$ cat src/pkg/asgp_pkg.sv
`default_nettype none
package asgp_pkg;

	// Shared pin function selections.
	typedef enum logic [1:0]
	{
		ASGP_FN_INPUT = 2'h0,
		ASGP_FN_OUTPUT = 2'h1,
		ASGP_FN_ONESHOT = 2'h3,
		ASGP_FN_STATUS = 2'h2
	} asgp_fn_t;

	// Clear-output pulse state machine.
	typedef enum logic [1:0]
	{
		ASGP_CLR_IDLE = 2'h0,
		ASGP_CLR_PULSE = 2'h1,
		ASGP_CLR_LEVEL = 2'h3
	} asgp_clr_t;

	localparam int unsigned ASGP_PIN_COUNT = 8;
	localparam int unsigned ASGP_CLK_HZ = 100_000_000;
	localparam int unsigned ASGP_ONESHOT_MS = 26;
	localparam int unsigned ASGP_ONESHOT_CYCLES =
		ASGP_ONESHOT_MS * (ASGP_CLK_HZ / 1000);
	localparam int unsigned ASGP_RESET_MIN_CYCLES = 10;

	// Reset values of configuration.
	localparam logic [15:0] ASGP_FN_RESET = 16'h0000;
	localparam logic [7:0] ASGP_POL_RESET = 8'h00;
	localparam logic [7:0] ASGP_PORT_RESET = 8'h00;
	localparam logic ASGP_TWO_PULSE_RESET = 1'b1;
	localparam logic ASGP_CLR_POL_RESET = 1'b0;

	// Status indices on the shared pins.
	localparam int unsigned ASGP_PIN_ACCEL = 0;
	localparam int unsigned ASGP_PIN_DECEL = 1;
	localparam int unsigned ASGP_PIN_SLOW = 2;

endpackage
`default_nettype wire

$ cat src/hw/asgp_axis_status_gpio_pin_mux.sv
`timescale 1ns/1ns
`default_nettype none
// How it works
// Low-speed flag low during low-speed feed.
// Motion flag low while feeding pulses.
// Deviation clear issued as a pulse.
// Clear polarity and width set by software.
// Clear level mode holds it asserted.
// Pin 0 is input, output, one-shot, accel.
// Accel indicator low while accelerating, polarity changeable.
// Pin 1 likewise, with decel indicator.
// Decel indicator asserted while decelerating.
// Pin 2 general or low-speed indicator.
// Pin 3 shows comparator one condition.
// Pin 4 shows comparator two condition.
// Pins 5 to 7 show comparators three-five.
// Default polarities hold after reset only.
// Direction output starts in two-pulse mode.
// Outputs written as byte or single bit.
// One-shot pins pulse about 26 ms.
// Reset held low for ten clocks.
// Limit polarity follows select input pin.
// Port write ignores non-output pins.
// Written one drives high, zero low.
// Pins reset as general inputs.
module asgp_axis_status_gpio_pin_mux #(
	parameter int unsigned ONESHOT_CYCLES = asgp_pkg::ASGP_ONESHOT_CYCLES,
	parameter int unsigned CLR_W = 16
)
(
	// Clock and reset.
	input wire logic clock_i,
	input wire logic arst_n_i,
	// Motion state from the pulse generator.
	input wire logic low_speed_feed_i,
	input wire logic feeding_i,
	input wire logic accel_i,
	input wire logic decel_i,
	input wire logic [4:0] compare_i,
	input wire logic clear_request_i,
	input wire logic clear_release_i,
	// Configuration.
	input wire logic [15:0] pin_fn_i,
	input wire logic [7:0] pin_pol_i,
	input wire logic cfg_load_i,
	input wire logic clear_pol_i,
	input wire logic clear_level_mode_i,
	input wire logic [CLR_W-1:0] clear_width_i,
	input wire logic two_pulse_mode_i,
	// Output port writes.
	input wire logic port_write_i,
	input wire logic [7:0] port_output_byte_i,
	input wire logic bit_write_i,
	input wire logic [2:0] bit_index_i,
	input wire logic bit_value_i,
	// End limits.
	input wire logic limit_polarity_select_i,
	input wire logic [1:0] end_limit_input_i,
	output logic [1:0] end_limit_active_o,
	// Dedicated status pins.
	output logic low_speed_feed_flag_o,
	output logic motion_active_flag_o,
	output logic deviation_clear_out_o,
	output logic two_pulse_mode_o,
	// Shared pins.
	input wire logic [7:0] shared_pin_i,
	output logic [7:0] shared_pin_o,
	output logic [7:0] shared_pin_oe_o,
	output logic [7:0] port_read_o
);

	////////////////////////////////////////////////////////////////////////

	logic [15:0] pin_fn;
	logic [7:0] pin_pol;
	logic clear_pol;
	logic clear_level_mode;
	logic [CLR_W-1:0] clear_width;
	logic [7:0] port_out;
	logic [1:0] shot_busy;
	logic [31:0] shot_cnt [2];
	asgp_pkg::asgp_clr_t clr_state;
	logic [CLR_W-1:0] clr_cnt;
	logic [7:0] status_level;
	logic [7:0] next_pin_o;
	logic [7:0] next_pin_oe;

	// Returns the function selection of one shared pin.
	function automatic asgp_pkg::asgp_fn_t fn_of(input logic [15:0] f,
		input int unsigned idx);
		fn_of = asgp_pkg::asgp_fn_t'(f[idx*2 +: 2]);
	endfunction

	////////////////////////////////////////////////////////////////////////

	// Configuration is taken on load and holds reset defaults until then.
	always_ff @(posedge clock_i or negedge arst_n_i)
	begin
		if (!arst_n_i)
		begin
			pin_fn <= asgp_pkg::ASGP_FN_RESET;
			pin_pol <= asgp_pkg::ASGP_POL_RESET;
			clear_pol <= asgp_pkg::ASGP_CLR_POL_RESET;
			clear_level_mode <= 1'b0;
			clear_width <= '0;
			two_pulse_mode_o <= asgp_pkg::ASGP_TWO_PULSE_RESET;
		end
		else if (cfg_load_i)
		begin
			pin_fn <= pin_fn_i;
			pin_pol <= pin_pol_i;
			clear_pol <= clear_pol_i;
			clear_level_mode <= clear_level_mode_i;
			clear_width <= clear_width_i;
			two_pulse_mode_o <= two_pulse_mode_i;
		end
	end

	// Output port latch: whole byte or one bit, output pins only.
	always_ff @(posedge clock_i or negedge arst_n_i)
	begin
		if (!arst_n_i)
			port_out <= asgp_pkg::ASGP_PORT_RESET;
		else
		begin
			for (int i = 0; i < 8; i++)
			begin
				if (fn_of(pin_fn, i) == asgp_pkg::ASGP_FN_OUTPUT)
				begin
					if (port_write_i)
						port_out[i] <= port_output_byte_i[i];
					else if (bit_write_i && bit_index_i == 3'(i))
						port_out[i] <= bit_value_i;
				end
			end
		end
	end

	// One-shot pulses on pins 0 and 1.
	always_ff @(posedge clock_i or negedge arst_n_i)
	begin
		if (!arst_n_i)
		begin
			shot_busy <= 2'h0;
			shot_cnt[0] <= '0;
			shot_cnt[1] <= '0;
		end
		else
		begin
			for (int i = 0; i < 2; i++)
			begin
				if (fn_of(pin_fn, i) != asgp_pkg::ASGP_FN_ONESHOT)
					shot_busy[i] <= 1'b0;
				else if (!shot_busy[i] && bit_write_i
					&& bit_index_i == 3'(i) && bit_value_i)
				begin
					shot_busy[i] <= 1'b1;
					shot_cnt[i] <= 32'(ONESHOT_CYCLES - 1);
				end
				else if (shot_busy[i])
				begin
					if (shot_cnt[i] == '0)
						shot_busy[i] <= 1'b0;
					else
						shot_cnt[i] <= shot_cnt[i] - 32'h1;
				end
			end
		end
	end

	// Deviation clear output: timed pulse or held level.
	always_ff @(posedge clock_i or negedge arst_n_i)
	begin
		if (!arst_n_i)
		begin
			clr_state <= asgp_pkg::ASGP_CLR_IDLE;
			clr_cnt <= '0;
		end
		else
		begin
			case (clr_state)
				asgp_pkg::ASGP_CLR_IDLE:
				begin
					if (clear_request_i && clear_level_mode)
						clr_state <= asgp_pkg::ASGP_CLR_LEVEL;
					else if (clear_request_i)
					begin
						clr_state <= asgp_pkg::ASGP_CLR_PULSE;
						clr_cnt <= clear_width;
					end
				end
				asgp_pkg::ASGP_CLR_PULSE:
				begin
					if (clr_cnt == '0)
						clr_state <= asgp_pkg::ASGP_CLR_IDLE;
					else
						clr_cnt <= clr_cnt - CLR_W'(1);
				end
				asgp_pkg::ASGP_CLR_LEVEL:
				begin
					if (clear_release_i)
						clr_state <= asgp_pkg::ASGP_CLR_IDLE;
				end
				default:
					clr_state <= asgp_pkg::ASGP_CLR_IDLE;
			endcase
		end
	end

	// Registered dedicated outputs and limit polarity.
	always_ff @(posedge clock_i or negedge arst_n_i)
	begin
		if (!arst_n_i)
		begin
			low_speed_feed_flag_o <= 1'b1;
			motion_active_flag_o <= 1'b1;
			deviation_clear_out_o <= 1'b1;
			end_limit_active_o <= 2'h0;
		end
		else
		begin
			low_speed_feed_flag_o <= ~low_speed_feed_i;
			motion_active_flag_o <= ~feeding_i;
			deviation_clear_out_o <=
				(clr_state != asgp_pkg::ASGP_CLR_IDLE) ~^ clear_pol;
			end_limit_active_o <=
				end_limit_input_i ^ {2{~limit_polarity_select_i}};
		end
	end

	////////////////////////////////////////////////////////////////////////

	// Status levels; polarity bit zero gives active-low indicators.
	always_comb
	begin
		status_level[asgp_pkg::ASGP_PIN_ACCEL] = accel_i;
		status_level[asgp_pkg::ASGP_PIN_DECEL] = decel_i;
		status_level[asgp_pkg::ASGP_PIN_SLOW] = low_speed_feed_i;
		status_level[7:3] = compare_i;
	end

	// Pin multiplexer.
	always_comb
	begin
		next_pin_o = 8'h00;
		next_pin_oe = 8'h00;
		for (int i = 0; i < 8; i++)
		begin
			case (fn_of(pin_fn, i))
				asgp_pkg::ASGP_FN_OUTPUT:
				begin
					next_pin_o[i] = port_out[i];
					next_pin_oe[i] = 1'b1;
				end
				asgp_pkg::ASGP_FN_ONESHOT:
				begin
					next_pin_o[i] = (i < 2) ? shot_busy[i % 2] : 1'b0;
					next_pin_oe[i] = 1'b1;
				end
				asgp_pkg::ASGP_FN_STATUS:
				begin
					next_pin_o[i] = ~(status_level[i] ^ pin_pol[i]);
					next_pin_oe[i] = 1'b1;
				end
				default:
				begin
					next_pin_o[i] = 1'b0;
					next_pin_oe[i] = 1'b0;
				end
			endcase
		end
	end

	// Registered pin drive and read-back.
	always_ff @(posedge clock_i or negedge arst_n_i)
	begin
		if (!arst_n_i)
		begin
			shared_pin_o <= 8'h00;
			shared_pin_oe_o <= 8'h00;
			port_read_o <= 8'h00;
		end
		else
		begin
			shared_pin_o <= next_pin_o;
			shared_pin_oe_o <= next_pin_oe;
			port_read_o <= shared_pin_i;
		end
	end
endmodule // asgp_axis_status_gpio_pin_mux
`default_nettype wire

$ cat config.mk
export PLATFORM = sky130hd
export DESIGN_NAME = asgp_axis_status_gpio_pin_mux
export DESIGN_NICKNAME = d
export VERILOG_FILES = /design/src/pkg/asgp_pkg.sv /design/src/hw/asgp_axis_status_gpio_pin_mux.sv
export SDC_FILE = /design/constraint.sdc
export NUM_CORES = 1
export LEC_CHECK = 0
export BUFFER_PORTS_ARGS = -buffer_cell sky130_fd_sc_hd__buf_2
export CAP_MARGIN = 0
export CORE_ASPECT_RATIO = 1.4
export CORE_MARGIN = 10
export CORE_UTILIZATION = 50
export CTS_CLUSTER_SIZE = 30
export DETAILED_ROUTE_END_ITERATION = 7
export GPL_TIMING_DRIVEN = 1
export PLACE_DENSITY_LB_ADDON = 0.08
export SETUP_SLACK_MARGIN = 0.15
export SLEW_MARGIN = 20
export SYNTH_ARGS = -nofsm -noshare
export SYNTH_HDL_FRONTEND = slang
export SYNTH_SLANG_ARGS = --single-unit
$ cat constraint.sdc
create_clock -name clock_i -period 5.6 [get_ports clock_i]
set_clock_uncertainty 0.1 [all_clocks]
set_input_delay 0 -clock clock_i [delete_from_list [all_inputs] [get_ports clock_i]]
set_output_delay 0 -clock clock_i [all_outputs]
set_load 0.02 [all_outputs]
==> flow_summary_export.csv <==
group,metric,value,unit
outcome,status,"finished, final reports clean",
setup_path,r2r-end,"clr_state[0]$_DFFE_PN0P_",
timing,period_needed,3.14,ns
global_route,grt_pass1_vias,7016,
finish,num-fill-cells,1246,
logic_synthesis,synthTopCellsByArea,"dfrtp_1 50%, mux2_2 4.7%, ha_1 3.4%",
die,ios,112,
timing,finalMaxSlewViolations,0,
logic_synthesis,synthMuxAreaShare,0.0634,
logic_synthesis,yosys.area.top_type,"dfrtp_1",
logic_synthesis,syn_nets,879,
setup_path,crit_arrival,3.35,ns
logic_synthesis,synth_top_cell_area_share,0.495,
logic_synthesis,synth_top_family_by_area,"simple AND/OR/NAND/NOR gates",
finish,final_common_cell,"dfrtp_1",
logic_synthesis,synth_compound_area_frac,0.148,
logic_synthesis,netlist_instances,775,
clock_network,cts_buffers,17,
detailed_routing,drt.antenna.violating_nets,0,
power_and_ir_drop,pwr-share-comb,0.163,
placement,portBuffers,111,
timing,slew_headroom,0.368,
timing,hold_violations,0,
clock_network,cts.clk_slew.worst_paths,0.07,ns
setup_path,rr_startpoint,"clr_cnt[6]$_DFFE_PN0P_",
timing,setup_viol_count_final,0,
logic_synthesis,yosys.area_share.xor_xnor,0.0217,
die,dieArea,0.0217,mm^2
detailed_routing,drt_iter0_drc,408,
placement,hpwlAfterDp,13800,um
detailed_routing,drc,0,
setup_path,path_max_fanout,9,
die,die_w,127,um
detailed_routing,wirelength,20600,um
finish,multi_input_area,0.00373,mm^2
die,core_area,0.0157,mm^2
global_route,antenna_found_initial,1,
global_route,grt_max_degree,92,
placement,gp_congestion,0.856,
clock_network,htree_levels,4,
timing,max_freq,319,MHz
setup_path,rr_worst_depth,6,
finish,final_cells,1168,
placement,placed_cells,1058,
global_route,grt_pass1_wl,34500,um
setup_path,ff2ff_setup_slack,2.46,ns
timing,tightest_slew,0.944,ns
logic_synthesis,synth-seq-cells,164,
clock_network,tritoncts,"yes",
setup_path,critical_path_class,"reg2reg",
power_and_ir_drop,vdd_drop_max,0.201,mV
min_path,whs_path_depth,4,
run,cap_violations,0,
setup_path,setup.worst_path.start_class,"flip-flop",
die,start_util,0.514,
power_and_ir_drop,power_frac_clock,0.372,
timing,fin_tns_setup,0,ns
power_and_ir_drop,sw_frac_of_total,0.285,
clock_network,cts_resized,0,
finish,final_cell_mix,"160 x dfrtp_1, 110 x buf_2, 77 x dlygate4sd3_1, 73 x nand2_1, 51 x o21ai_0",
clock_network,root_buffer,"clkbuf_16",
min_path,hp-class,"in2reg",
setup_path,end_kind,"flip-flop",
logic_synthesis,syn-cell-area,0.00809,mm^2
detailed_routing,vias,6750,
clock_network,cts_sinks,164,
logic_synthesis,synth_simple_gate_area_frac,0.195,
clock_network,clk_latency,0.43,ns
logic_synthesis,yosys_warnings,0,
power_and_ir_drop,switchingPower,933,uW
logic_synthesis,synth-edff-count,0,
power_and_ir_drop,p_leak,0.00426,uW
clock_network,clock_path_buffers,2,
finish,drive_gt1_frac,0.218,
logic_synthesis,avgSynthCellArea,10.4,um^2
power_and_ir_drop,p_per_area,321,mW/mm^2
timing,period_share,0.560,
global_route,grt-ovfl-total,0,
detailed_routing,wl_per_cell,17.6,um
logic_synthesis,synth-adder-area-share,0.0340,
min_path,whs_endpoint,"shot_cnt[24]$_DFFE_PN0P_",
logic_synthesis,synth-main-ff-cell,"dfrtp_1",
logic_synthesis,synth.yosys.seq_area_share,0.508,
finish,areaGrowthSynthToFinish,26.0,%
setup_path,cp.required,5.81,ns
logic_synthesis,ys_types,65,
power_and_ir_drop,p_seq_frac,0.465,
global_route,grt_usage,0.193,
logic_synthesis,async_reset_ff_frac,1.00,
finish,fin_nets,1062,
die,die_h,170,um
power_and_ir_drop,internal_power,2340,uW
detailed_routing,drtPass1Iterations,4,
finish,final_util,0.647,
power_and_ir_drop,p_total,3270,uW
timing,rsz0062_at_grt,"no",
die,row_count,54,
finish,ff_latch_area,0.00411,mm^2
detailed_routing,vias_per_cell,5.78,
min_path,hp-start,"bit_value_i",
area by class of cell:
class	count	area share
clock inverter	13	0.0171
clock buffer	19	0.0425
inverter	28	0.0103
tap	196	0.0241
timing repair buffer	195	0.136
sequential	164	0.403
multi-input combinational	552	0.367
antenna	1	0.000246
state kept, by name (all words and copies together) (netlist names), 2 cells and up:
register            count
shot_cnt               64
clear_width            16
clr_cnt                16
pin_fn                 16
pin_pol                 8
port_out                8
port_read_o             8
shared_pin_o            8
shared_pin_oe_o         8
clr_state               2
end_limit_active_o      2
shot_busy               2
logic make-up after synthesis:
| family | count (synthesis) |
|---|---|
| compound gates | 174 |
| xor+xnor | 20 |
| fa+ha+maj | 22 |
| buf+inv | 59 |
| flops | 164 |
| mux | 47 |
| simple gates | 289 |
synth_stat cells, types with 5 or more instances:
master,instances
dfrtp_1,160
nand2_1,73
o21ai_0,51
nor2_1,46
mux2_2,34
or3_1,30
inv_1,28
clkbuf_1,26
nor3_1,26
a21oi_1,22
ha_1,22
nand3_1,21
nor4_1,19
o31ai_1,19
xnor2_1,15
mux2i_1,13
a31oi_1,11
nor2b_1,10
or4_1,10
and3_1,9
a22o_1,8
o41ai_1,8
or2_2,8
a22oi_1,7
o211ai_1,7
o311ai_0,7
a211oi_1,6
nand2b_1,6
nand3b_1,6
nand4_1,5
xor2_1,5
repair_timing:
item | in CTS | in global routing
hold endpoints to repair | 163 | 0
buffers inserted | 0 | 0
setup endpoints to repair | 0 | 0
hold buffers | 77 | 0
metal layers:
layer / track usage / wire length (um)
met2: 0.341 / 11000
met1: 0.223 / 8410
met5: 0 / 0
met4: 0.0581 / 297
met3: 0.0498 / 866
worst max-delay path: stages (launching register included):
cell           delay (ns)
dfrtp_1              0.41
or4_1                0.52
or2_2                0.37
nor3_1               0.68
mux2_2               0.30
a21oi_1              0.06
dlygate4sd3_1        0.57
how the worst max path moves through the flow:
stage	from	endpoint	slack, ns	cells after the start
4_1_cts	clr_cnt[6]$_DFFE_PN0P_	clr_state[0]$_DFFE_PN0P_	2.48	6
3_3_place_gp	shot_cnt[0]$_DFFE_PN0P_	shot_cnt[31]$_DFFE_PN0P_	2.92	7
2_1_floorplan	shot_cnt[0]$_DFFE_PN0P_	shot_cnt[25]$_DFFE_PN0P_	3.19	8
3_5_place_dp	shot_cnt[0]$_DFFE_PN0P_	shot_cnt[31]$_DFFE_PN0P_	2.83	7
6_report	clr_cnt[6]$_DFFE_PN0P_	clr_state[0]$_DFFE_PN0P_	2.46	6
5_1_grt	clr_cnt[6]$_DFFE_PN0P_	clr_state[0]$_DFFE_PN0P_	2.26	6
stage by stage:
step	instance area, um^2	hold WS [ns]	worst slack [ns]
floorplan	8090	-0.396	3.19
global route	10200	0.0267	2.26
global placement	8810	0.00871	2.92
finish	10200	0.0178	2.46
CTS	10200	0.00612	2.48
detailed placement	8810	0.00939	2.83
power groups by stage:
stage          sequential, uW  clock [uW]  combinational [uW]
2_1_floorplan            1530           0                 319
3_3_place_gp             1530           0                 465
3_5_place_dp             1540           0                 487
4_1_cts                  1520        1230                 536
5_1_grt                  1550        1290                 597
6_report                 1520        1210                 532
No activity file was read; power rests on OpenSTA's default activity.
